==> config.mk <==
export PLATFORM = sky130hd
export DESIGN_NAME = bst_test_port
export DESIGN_NICKNAME = d
export VERILOG_FILES = /design/src/hdl/bst_scan_cell.v /design/src/hdl/bst_test_port.v
export VERILOG_INCLUDE_DIRS = /design/src /design/src/hdl
export SDC_FILE = /design/constraint.sdc
export NUM_CORES = 1
export LEC_CHECK = 0
export BUFFER_PORTS_ARGS = -buffer_cell sky130_fd_sc_hd__buf_2
export CAP_MARGIN = 0
export CORE_MARGIN = 2
export CORE_UTILIZATION = 45
export CTS_BUF_LIST = sky130_fd_sc_hd__clkbuf_8
export DETAILED_ROUTE_END_ITERATION = 10
export GPL_ROUTABILITY_DRIVEN = 0
export HOLD_SLACK_MARGIN = 0.06
export SLEW_MARGIN = 20
export SYNTH_ARGS = -nofsm -noshare
export SYNTH_HDL_FRONTEND = slang
export SYNTH_HIERARCHICAL = 1
export SYNTH_SLANG_ARGS = --single-unit
==> constraint.sdc <==
create_clock -name clk -period 8.7 [get_ports clk]
set_input_delay 0.87 -clock clk [delete_from_list [all_inputs] [get_ports clk]]
set_output_delay 0.87 -clock clk [all_outputs]
set_load 0.05 [all_outputs]
==> src/hdl/bst_defs.vh <==
/*
 * Constants for the boundary-scan test port: instruction codes, TAP state
 * codes, chain layout and reset values.
 * Assumes it is included by bare name into the test-port modules.
 */
`ifndef BST_DEFS_VH
`define BST_DEFS_VH

`define BST_IR_LEN        10
`define BST_ID_LEN        32
`define BST_RC_LEN        16

// Instruction codes.
`define BST_OP_EXTEST     10'h00F
`define BST_OP_SAMPLE     10'h005
`define BST_OP_BYPASS     10'h3FF
`define BST_OP_IDCODE     10'h006
`define BST_OP_USERCODE   10'h007
`define BST_OP_CLAMP      10'h00A
`define BST_OP_HIGHZ      10'h00B
`define BST_OP_RECONFIG   10'h002
`define BST_IR_CAPTURE    10'h001

// Arbitrary identification values.
`define BST_IDCODE_VAL    32'h0000A001
`define BST_USERCODE_VAL  32'hFFFFFFFF

// TAP states, one-hot.
`define BST_ST_RESET      16'h0001
`define BST_ST_IDLE       16'h0002
`define BST_ST_SELDR      16'h0004
`define BST_ST_CAPDR      16'h0008
`define BST_ST_SHDR       16'h0010
`define BST_ST_EX1DR      16'h0020
`define BST_ST_PSDR       16'h0040
`define BST_ST_EX2DR      16'h0080
`define BST_ST_UPDR       16'h0100
`define BST_ST_SELIR      16'h0200
`define BST_ST_CAPIR      16'h0400
`define BST_ST_SHIR       16'h0800
`define BST_ST_EX1IR      16'h1000
`define BST_ST_PSIR       16'h2000
`define BST_ST_EX2IR      16'h4000
`define BST_ST_UPIR       16'h8000

// Cell kinds.
`define BST_KIND_USER     3'h0
`define BST_KIND_CLKIN    3'h1
`define BST_KIND_CFGIN    3'h2
`define BST_KIND_ODBIDIR  3'h3
`define BST_KIND_PPBIDIR  3'h4

`endif

==> src/hdl/bst_scan_cell.v <==
/*
 * One three-bit boundary-scan cell with capture and update stages.
 * Assumes the controls are one-cycle enables on the system clock.
 */
`timescale 1ns/100ps
`include "bst_defs.vh"

module bst_scan_cell #(
  parameter [2:0] KIND = `BST_KIND_USER
) (
  // Clock and reset
  input  wire       clk,
  input  wire       rst,
  // Controls
  input  wire       capEn,
  input  wire       shiftEn,
  input  wire       updateEn,
  input  wire       testMode,
  // Serial path
  input  wire       cellSerialIn,
  output wire       cellSerialOut,
  // Core and pad side
  input  wire       coreOutputSignal,
  input  wire       coreOutputEnable,
  input  wire       padIn,
  output wire       padOut,
  output wire       padOeN,
  output wire       coreInputDrive
);

  reg [2:0] capt_r;
  reg [2:0] upd_r;
  reg [2:0] capSrc;

  always @* begin
    case (KIND)
      `BST_KIND_CLKIN, `BST_KIND_CFGIN:
        capSrc = {1'b0, 1'b1, padIn};
      `BST_KIND_ODBIDIR:
        capSrc = {1'b0, coreOutputEnable, padIn};
      default:
        capSrc = {coreOutputSignal, coreOutputEnable, padIn};
    endcase
  end

  // Capture stage bit 0 faces the serial input; bit 2 leaves the cell.
  always @(posedge clk or posedge rst) begin
    if (rst) begin
      capt_r <= 3'h0;
      upd_r  <= 3'h2;
    end else begin
      if (capEn)
        capt_r <= capSrc;
      else if (shiftEn)
        capt_r <= {capt_r[1:0], cellSerialIn};
      if (updateEn)
        upd_r <= capt_r;
    end
  end

  assign cellSerialOut = capt_r[2];

  // Update stage of a dedicated cell drives nothing.
  generate
    if (KIND == `BST_KIND_USER) begin : gDrive
      // A one in the enable update stage floats the buffer.
      assign padOut         = testMode ? upd_r[2] : coreOutputSignal;
      assign padOeN         = testMode ? upd_r[1] : coreOutputEnable;
      assign coreInputDrive = testMode ? upd_r[0] : padIn;
    end else begin : gNoDrive
      assign padOut         = coreOutputSignal;
      assign padOeN         = coreOutputEnable;
      assign coreInputDrive = padIn;
    end
  endgenerate

endmodule // bst_scan_cell

==> src/hdl/bst_test_port.v <==
/*
 * Boundary-scan test access port: TAP controller, instruction register,
 * bypass, identification, reconfiguration and boundary-scan registers.
 * Assumes the test clock is far slower than clk and is sampled as a level;
 * the test pins are synchronised here before use.
 */
`timescale 1ns/100ps
`include "bst_defs.vh"

module bst_test_port #(
  parameter N_USER = 4
) (
  // System clock and reset
  input  wire              clk,
  input  wire              rst,
  // Test port pins
  input  wire              tck,
  input  wire              tms,
  input  wire              tdi,
  output reg               tdo,
  output reg               tdoOe,
  // User I/O: core side
  input  wire [N_USER-1:0] coreOutputSignal,
  input  wire [N_USER-1:0] coreOutputEnable,
  output reg  [N_USER-1:0] coreInputDrive,
  // User I/O: pad side
  input  wire [N_USER-1:0] padIn,
  output reg  [N_USER-1:0] padOut,
  output reg  [N_USER-1:0] padOe,
  // Dedicated pins
  input  wire              clkPadIn,
  input  wire              cfgPadIn,
  input  wire              odPadIn,
  input  wire              odOeInt,
  input  wire              ppPadIn,
  input  wire              ppOutInt,
  input  wire              ppOeInt,
  // Configuration status
  input  wire              configBusy,
  output reg               configHold,
  output reg               testLogicReset
);

  localparam NC    = N_USER + 4;
  localparam BSLEN = 3 * NC;

  // ==========================================================================
  // Pin synchronisers and test clock edges
  // ==========================================================================
  reg [1:0] tckS_r;
  reg [1:0] tmsS_r;
  reg [1:0] tdiS_r;
  reg [1:0] cfgS_r;
  reg       tckD_r;

  always @(posedge clk or posedge rst) begin
    if (rst) begin
      tckS_r <= 2'h0;
      tmsS_r <= 2'h3;
      tdiS_r <= 2'h3;
      cfgS_r <= 2'h0;
      tckD_r <= 1'b0;
    end else begin
      tckS_r <= {tckS_r[0], tck};
      tmsS_r <= {tmsS_r[0], tms};
      tdiS_r <= {tdiS_r[0], tdi};
      cfgS_r <= {cfgS_r[0], configBusy};
      tckD_r <= tckS_r[1];
    end
  end

  // Only four pins; reset comes from mode select or the power-up reset.
  wire tckRise = tckS_r[1] & ~tckD_r;
  wire tckFall = ~tckS_r[1] & tckD_r;
  wire tmsS    = tmsS_r[1];
  wire tdiS    = tdiS_r[1];

  // ==========================================================================
  // Pad input synchronisers
  // ==========================================================================
  // Pad levels change freely; two flops per pin keep the capture stages and
  // the core input path from seeing a metastable sample.
  wire [NC-1:0] padRaw;
  wire [NC-1:0] padSync;

  assign padRaw = {ppPadIn, odPadIn, cfgPadIn, clkPadIn, padIn};

  genvar p;
  generate
    for (p = 0; p < NC; p = p + 1) begin : gPadSync
      reg [1:0] sync_r;

      always @(posedge clk or posedge rst) begin
        if (rst)
          sync_r <= 2'h0;
        else
          sync_r <= {sync_r[0], padRaw[p]};
      end

      assign padSync[p] = sync_r[1];
    end
  endgenerate

  // ==========================================================================
  // TAP controller
  // ==========================================================================
  // TAP states, one-hot.
  localparam [15:0] ST_RESET = `BST_ST_RESET;
  localparam [15:0] ST_IDLE  = `BST_ST_IDLE;
  localparam [15:0] ST_SELDR = `BST_ST_SELDR;
  localparam [15:0] ST_CAPDR = `BST_ST_CAPDR;
  localparam [15:0] ST_SHDR  = `BST_ST_SHDR;
  localparam [15:0] ST_EX1DR = `BST_ST_EX1DR;
  localparam [15:0] ST_PSDR  = `BST_ST_PSDR;
  localparam [15:0] ST_EX2DR = `BST_ST_EX2DR;
  localparam [15:0] ST_UPDR  = `BST_ST_UPDR;
  localparam [15:0] ST_SELIR = `BST_ST_SELIR;
  localparam [15:0] ST_CAPIR = `BST_ST_CAPIR;
  localparam [15:0] ST_SHIR  = `BST_ST_SHIR;
  localparam [15:0] ST_EX1IR = `BST_ST_EX1IR;
  localparam [15:0] ST_PSIR  = `BST_ST_PSIR;
  localparam [15:0] ST_EX2IR = `BST_ST_EX2IR;
  localparam [15:0] ST_UPIR  = `BST_ST_UPIR;

  reg [15:0] state_r;
  reg [15:0] state_nxt;

  always @* begin
    case (state_r)
      ST_RESET: state_nxt = tmsS ? ST_RESET : ST_IDLE;
      ST_IDLE:  state_nxt = tmsS ? ST_SELDR : ST_IDLE;
      ST_SELDR: state_nxt = tmsS ? ST_SELIR : ST_CAPDR;
      ST_CAPDR: state_nxt = tmsS ? ST_EX1DR : ST_SHDR;
      ST_SHDR:  state_nxt = tmsS ? ST_EX1DR : ST_SHDR;
      ST_EX1DR: state_nxt = tmsS ? ST_UPDR  : ST_PSDR;
      ST_PSDR:  state_nxt = tmsS ? ST_EX2DR : ST_PSDR;
      ST_EX2DR: state_nxt = tmsS ? ST_UPDR  : ST_SHDR;
      ST_UPDR:  state_nxt = tmsS ? ST_SELDR : ST_IDLE;
      ST_SELIR: state_nxt = tmsS ? ST_RESET : ST_CAPIR;
      ST_CAPIR: state_nxt = tmsS ? ST_EX1IR : ST_SHIR;
      ST_SHIR:  state_nxt = tmsS ? ST_EX1IR : ST_SHIR;
      ST_EX1IR: state_nxt = tmsS ? ST_UPIR  : ST_PSIR;
      ST_PSIR:  state_nxt = tmsS ? ST_EX2IR : ST_PSIR;
      ST_EX2IR: state_nxt = tmsS ? ST_UPIR  : ST_SHIR;
      ST_UPIR:  state_nxt = tmsS ? ST_SELDR : ST_IDLE;
      default:  state_nxt = ST_RESET;
    endcase
  end

  always @(posedge clk or posedge rst) begin
    if (rst)
      state_r <= ST_RESET;
    else if (tckRise)
      state_r <= state_nxt;
  end

  // Controls shared by all registers: the shift selects are state levels, the clocks and strobes last one clk cycle at a rising edge.
  wire dataShiftSelect  = state_r[4];
  wire instrShiftSelect = state_r[11];
  wire dataCapture      = tckRise & state_r[3];
  wire dataShiftClock   = tckRise & dataShiftSelect;
  wire dataUpdateStrobe = tckRise & state_r[8];
  wire instrShiftClock  = tckRise & instrShiftSelect;
  wire instrUpdateStrobe = tckRise & state_r[15];

  // ==========================================================================
  // Instruction register
  // ==========================================================================
  reg [`BST_IR_LEN-1:0] irShift_r;
  reg [`BST_IR_LEN-1:0] ir_r;

  always @(posedge clk or posedge rst) begin
    if (rst) begin
      irShift_r <= `BST_IR_CAPTURE;
      ir_r      <= `BST_OP_IDCODE;
    end else begin
      if (tckRise & state_r[10])
        irShift_r <= `BST_IR_CAPTURE;
      else if (instrShiftClock)
        irShift_r <= {tdiS, irShift_r[`BST_IR_LEN-1:1]};
      // Entering reset loads the identify code at once, so pins return to normal with it.
      if (tckRise & state_nxt[0])
        ir_r <= `BST_OP_IDCODE;
      else if (instrUpdateStrobe)
        ir_r <= irShift_r;
    end
  end

  // Decode; unknown codes fall to bypass.
  wire selBscan = (ir_r == `BST_OP_EXTEST) | (ir_r == `BST_OP_SAMPLE);
  wire selId    = (ir_r == `BST_OP_IDCODE);
  wire selUser  = (ir_r == `BST_OP_USERCODE);
  wire selRc    = (ir_r == `BST_OP_RECONFIG);
  wire testMode = (ir_r == `BST_OP_EXTEST) | (ir_r == `BST_OP_CLAMP);
  wire highZ    = (ir_r == `BST_OP_HIGHZ);

  // ==========================================================================
  // Bypass, identification and reconfiguration registers
  // ==========================================================================
  reg                   bypass_r;
  reg [`BST_ID_LEN-1:0] id_r;
  reg [`BST_RC_LEN-1:0] rc_r;

  always @(posedge clk or posedge rst) begin
    if (rst) begin
      bypass_r <= 1'b0;
      id_r     <= 32'h0;
      rc_r     <= 16'h0;
    end else begin
      if (dataCapture) begin
        bypass_r <= 1'b0;
        id_r     <= selUser ? `BST_USERCODE_VAL : `BST_IDCODE_VAL;
      end else if (dataShiftClock) begin
        bypass_r <= tdiS;
        id_r     <= {tdiS, id_r[`BST_ID_LEN-1:1]};
        if (selRc)
          rc_r <= {tdiS, rc_r[`BST_RC_LEN-1:1]};
      end
    end
  end

  // ==========================================================================
  // Boundary-scan chain
  // ==========================================================================
  // Cells 0..N_USER-1 are user pins, then clock, config, open-drain, push-pull.
  wire [NC:0]   chain;
  wire [NC-1:0] cOut;
  wire [NC-1:0] cOe;
  wire [NC-1:0] cPadIn;
  wire [NC-1:0] cPadOut;
  wire [NC-1:0] cPadOeN;
  wire [NC-1:0] cInDrv;

  assign chain[0] = tdiS;
  assign cOut     = {ppOutInt, 3'h0, coreOutputSignal};
  assign cOe      = {ppOeInt, odOeInt, 2'h0, coreOutputEnable};
  assign cPadIn   = padSync;

  // Test-port and supply pins are not in this list.
  genvar g;
  generate
    for (g = 0; g < NC; g = g + 1) begin : gCell
      localparam [2:0] K = (g < N_USER) ? `BST_KIND_USER :
                           (g == N_USER) ? `BST_KIND_CLKIN :
                           (g == N_USER + 1) ? `BST_KIND_CFGIN :
                           (g == N_USER + 2) ? `BST_KIND_ODBIDIR : `BST_KIND_PPBIDIR;
      bst_scan_cell #(.KIND(K)) uCell (
        .clk              (clk),
        .rst              (rst),
        .capEn            (dataCapture & selBscan),
        .shiftEn          (dataShiftClock & selBscan),
        .updateEn         (dataUpdateStrobe & selBscan),
        .testMode         (testMode),
        .cellSerialIn     (chain[g]),
        .cellSerialOut    (chain[g+1]),
        .coreOutputSignal (cOut[g]),
        .coreOutputEnable (cOe[g]),
        .padIn            (cPadIn[g]),
        .padOut           (cPadOut[g]),
        .padOeN           (cPadOeN[g]),
        .coreInputDrive   (cInDrv[g])
      );
    end
  endgenerate

  // ==========================================================================
  // Serial output and pins
  // ==========================================================================
  reg drSel;

  always @* begin
    if (selBscan)
      drSel = chain[NC];
    else if (selId | selUser)
      drSel = id_r[0];
    else if (selRc)
      drSel = rc_r[0];
    else
      drSel = bypass_r;
  end

  always @(posedge clk or posedge rst) begin
    if (rst) begin
      tdo            <= 1'b0;
      tdoOe          <= 1'b0;
      padOut         <= {N_USER{1'b0}};
      padOe          <= {N_USER{1'b0}};
      coreInputDrive <= {N_USER{1'b0}};
      configHold     <= 1'b0;
      testLogicReset <= 1'b1;
    end else begin
      if (tckFall) begin
        tdo   <= instrShiftSelect ? irShift_r[0] : drSel;
        tdoOe <= instrShiftSelect | dataShiftSelect;
      end
      configHold     <= cfgS_r[1];
      testLogicReset <= state_r[0];
      coreInputDrive <= cInDrv[N_USER-1:0];
      padOut         <= cPadOut[N_USER-1:0];
      // Pad enable is active high at the port; cells carry the float flag.
      if (cfgS_r[1] | highZ)
        padOe <= {N_USER{1'b0}};
      else
        padOe <= ~cPadOeN[N_USER-1:0];
    end
  end

endmodule // bst_test_port

Word level (Yosys, flattened, before mapping)
Cells that the tools add are included.
Widths: inputs -> output; s select.

cells by class
  equality and inequality tests = 23
  multiplexer cells = 55
  shift operators = 0
  bitwise logic cells = 21
  multiply operators = 0
  reduce and logical (&&, ||, !) cells = 8
  divide/modulo/power cells = 0
  $add $sub $neg = 0
  magnitude comparators = 0

operator list
  operator              count
  $pmux 16 s12          1
  $mux 32               3
  $mux 3                17
  $mux 10               5
  $mux 16               2
  $eq 10x3->1 const B   3
  $eq 10x4->1 const B   3
  $mux 1                18
  $mux 9                2
  $eq 16x1->1 const B   1
  $eq 16x10->1 const B  1
  $eq 16x11->1 const B  1
  $eq 16x12->1 const B  1
  $eq 16x13->1 const B  1
  $eq 16x14->1 const B  1
  $eq 16x15->1 const B  1
  $eq 16x16->1 const B  1
  $eq 16x2->1 const B   1
  $eq 16x3->1 const B   1
  $eq 16x4->1 const B   1
  $eq 16x5->1 const B   1
  $eq 16x6->1 const B   1
  $eq 16x7->1 const B   1
  $eq 16x8->1 const B   1
  17 further kinds      38

storage, ports and cells
  bits in writable memories = 0
  input port bits = 25
  logic and storage cells = 145
  memories = 0
  bits in latches = 0
  bits in read-only memories = 0
  bits in registers = 162

Logic depth before layout (Yosys ltp)
  depth in word-level cells = 6
  mapped depth = 7
  depth with buffers taken out = 5

Modules after synthesis
The synthesis kept the hierarchy.

modules (own cells, without submodules)
  module                               area an instance (um^2)  sequential area each (um^2)  times used  cells each
  bst_test_port                        5252.5                   3164.3                       1           474
  bst_scan_cell at gCell[0].uCell ...  279.0                    151.4                        4           22
  bst_scan_cell at gCell[4].uCell ...  148.9                    75.1                         2           14
  bst_scan_cell at gCell[7].uCell      157.7                    75.1                         1           16
  bst_scan_cell at gCell[6].uCell      152.6                    75.1                         1           15

Least setup slack after synthesis
Ideal clock, no wire load.

  path type = reg-to-reg
  start = register ir_r[5]
  end = register gCell[0].uCell.capt_r[0]
  required time = 8510 ps
  stages on the path, launching flop included = 6
  clock period less this slack = 3073 ps
  path slack = 5627 ps
  library setup time = 190 ps
  arrival time = 2883 ps
  cells stage by stage = dfrtp_1 nor4_4 nand4_1 nor2_1 mux2i_1 o21ai_1

on the way
  cells in the longest elaborated chain, start to end = 4
  elaborated cells on any way between the ends = 7
  those cells by class = eq/ne (2); mux (1); bitwise (3); reduce/logical (1)

ends and longest elaborated chain
  item                                                  line                                      text
  from (decl)                                           bst_test_port.v:170                       reg [`BST_IR_LEN-1:0] ir_r;
  from (signal assigned)                                bst_test_port.v:175                       ir_r <= `BST_OP_IDCODE;
  from (signal assigned)                                bst_test_port.v:183                       ir_r <= `BST_OP_IDCODE;
  from (signal assigned)                                bst_test_port.v:185                       ir_r <= irShift_r;
  $eq 10x4->1 (no line) or $eq 10x3->1 (tied branches)  --
  $or 1x1->1 *                                          bst_test_port.v:190                       wire selBscan = (ir_r == `BST_OP_EXTEST) | (ir_r == `BST_OP_SAMPLE);
  $and 1x1->1 (on tied branches)                        bst_test_port.v:250, bst_test_port.v:251
  $mux 3 or $reduce_bool 2->1 (tied branches)           --
  to (signal assigned)                                  bst_scan_cell.v:53                        capt_r <= capSrc;
  to (signal assigned)                                  bst_scan_cell.v:55                        capt_r <= {capt_r[1:0], cellSerialIn};
  to (decl)                                             bst_scan_cell.v:31                        reg [2:0] capt_r;

Every way passes the cells marked *; elsewhere a longest branch is shown, timed or not.
A chain may end at the register's enable or synchronous reset.

Worst setup path after layout
  start = register ir_r[5]
  end = register rc_r[1]

on the way
  cells in the longest elaborated chain, start to end = 2

ends and longest elaborated chain
  item                        line                 text
  $eq 10x2->1 (no line)       --
  $reduce_and 3->1 (no line)  --
  to (signal assigned)        bst_test_port.v:217  rc_r <= {tdiS, rc_r[`BST_RC_LEN-1:1]};
  to (decl)                   bst_test_port.v:202  reg [`BST_RC_LEN-1:0] rc_r;

No other way between the ends.

==> results.ini <==
[global_route]
grt_pass1_wl_mm = 22.5
grt_max_degree = 65
antenna_found_initial = 0
grt_pass1_vias = 4479
grt_overflow_total = 0
globalRouteTotalUtil = 0.175

[synthesis]
postSynthCellCount = 608
syn_area_um2 = 6880
avgSynthCellArea_um2 = 11.3
syn_nets = 633
ys_warn_count = 6

[power]
p_leak_uw = 0.00340
vdd_drop_max_mv = 0.117
powerDensity_nw_per_um2 = 220

[route]
wirelength_mm = 13.2
postRouteAntennaNets = 0
routedWlPerCell_um = 15.7
vias = 4623
firstDrtPassIters = 5
drc = 0
vias_per_cell = 5.48
drt_iter0_markers = 359

[clock_tree]
worstSkewPairLatency_ns = 0.46
htree_levels = 4
cts-root-buf = clkbuf_8
cts_hold_buf = 0
postCtsSetupBuffers = 0
tritoncts = built
cts-buffers-inserted = 17
cts_resized = 0
clock_sinks = 162
clk_pin_slew_worst_paths_ns = 0.08
clk_path_buf_depth = 2

[layout]
drive_above_1_share = 0.224
syn_to_final_growth_pct = 10.7
nFillCells = 1385
stdcell_count = 843
diodes = 0
layout.nets = 667

[setup_path]
cp_cell_sequence = nor4_4 > nand3_4 > nor4_4 > mux2_2
path_common_cell = nor4_4
crit_slowest_cell = nor4_4
path_delay_family = simple AND/OR/NAND/NOR gates
required_ns = 9.04
cp.arrival_ns = 2.81
critPathKind = reg2reg
start_kind = flop
cp_max_fo = 16
crit_path_end_kind = flop
path_buf_inv = 0
crit_path_max_incr_delay_ns = 0.90

[timing]
worst_pin_slew_ns = 1.02
finalSetupTns_ns = 0
min_period_ns = 2.47
setup_violations = 0
max_freq_ghz = 0.405
rsz0062_at_grt = false
skew_ns = 0.0110
hold_violations = 0
slew_headroom = 0.316
setup_slack_ns = 6.23
drv_slew = 0
hold_ws_ns = 0.351
fin_crit_sh = 0.284

[floorplan]
dieArea_um2 = 16300
rows = 45
core_area_um2 = 15100
dieHeight_um = 128
initial_utilization = 0.456
num_io_pins = 41
die_x_um = 128

[outcome]
status = finished, final reports clean

[place]
dpl.hpwl_mm = 8.45
pre_cts_ws_ns = 6.08
placed_cells = 809
port_buffers = 40

[flow_run]
drv_cap = 0

[hold_path]
hold_path.class = reg2reg

cell usage in the layout, fill, tap and decap left out, types with 2 or more instances in the layout:
cell	instances
nand2_1	80
o21ai_0	23
inv_1	16
nand4b_1	3
o22ai_1	2
a31oi_1	29
clkinv_2	5
o22a_1	5
nand2b_1	22
xnor2_1	3
dfstp_2	13
nand4_1	6
nor4_1	2
o21bai_1	2
and2_1	2
o221ai_1	8
nor4_4	6
mux2i_1	22
nand3_1	8
xor2_1	5
o21ai_1	19
nor2b_1	4
or3_1	2
buf_2	40
or4_1	2
a21oi_1	17
mux2_2	40
clkbuf_8	20
buf_4	7
a211o_1	2
o32a_1	2
dfrtp_1	149
o31ai_1	2
nor2_1	55
nor4b_1	3
a22o_1	5
nor2_2	3
metrics by stage:
step | power, uW | utilization | instance area, um^2
floorplan | 1120 | - | 6880
global placement | 1180 | 0.478 | 7210
detailed placement | 1190 | 0.478 | 7210
CTS | 1700 | 0.502 | 7580
global route | 1780 | 0.505 | 7620
finish | 1680 | 0.505 | 7620
where the power goes:
part	switching, uW	internal, uW
clock	258	244
combinational	168	99.2
sequential	59.1	849
layout make-up:
| cell class | count | area, um^2 | area share |
|---|---|---|---|
| inverters | 14 | 55.1 | 0.00723 |
| clock inverters | 12 | 91.3 | 0.0120 |
| clock buffers | 20 | 275 | 0.0361 |
| flip-flops and latches | 162 | 4070 | 0.534 |
| repair buffers | 48 | 280 | 0.0368 |
| well taps | 188 | 235 | 0.0309 |
| multi-input cells | 399 | 2610 | 0.343 |
sequential cells by signal, indices dropped and copies added (netlist names), 2 cells and up:
register	count
cfgS_r	2
gPadSync.sync_r	16
coreInputDrive	4
rc_r	16
state_r	16
gCell.uCell/capt_r	24
padOut	4
tckS_r	2
tdiS_r	2
tmsS_r	2
irShift_r	10
ir_r	10
id_r	32
padOe	4
gCell.uCell/upd_r	12
path summary, 6_finish.rpt:
check / slack (ns) / startpoint / depth (start not counted) / endpoint
setup / recovery: 6.23 / ir_r[5]$_DFFE_PP0P_ / 4 / rc_r[1]$_DFFE_PP0P_
hold / removal: 0.35 / gPadSync[6].sync_r[0]$_DFF_PP0_ / 0 / gPadSync[6].sync_r[1]$_DFF_PP0_
setup reg to reg: 6.23 / ir_r[5]$_DFFE_PP0P_ / 4 / rc_r[1]$_DFFE_PP0P_
hold reg to reg: 0.35 / gPadSync[6].sync_r[0]$_DFF_PP0_ / 0 / gPadSync[6].sync_r[1]$_DFF_PP0_
max in group asynchronous: 6.79 / rst / 3 / state_r[10]$_DFFE_PP0P_
min in group asynchronous: 0.37 / rst / 2 / gCell[7].uCell/capt_r[2]$_DFFE_PP0P_
layer usage:
| layer | routed length [um] | vias to the layer above | share of wire | global-route usage |
|---|---|---|---|---|
| met5 | 0 | - | 0 | 0 |
| met4 | 224 | 0 | 0.017 | 0.0672 |
| met3 | 565 | 20 | 0.043 | 0.0451 |
| met2 | 6300 | 107 | 0.48 | 0.276 |
| met1 | 6110 | 2278 | 0.46 | 0.236 |
| li1 | - | 2218 | - | - |
Note: power is estimated with default switching activity, not from simulation.
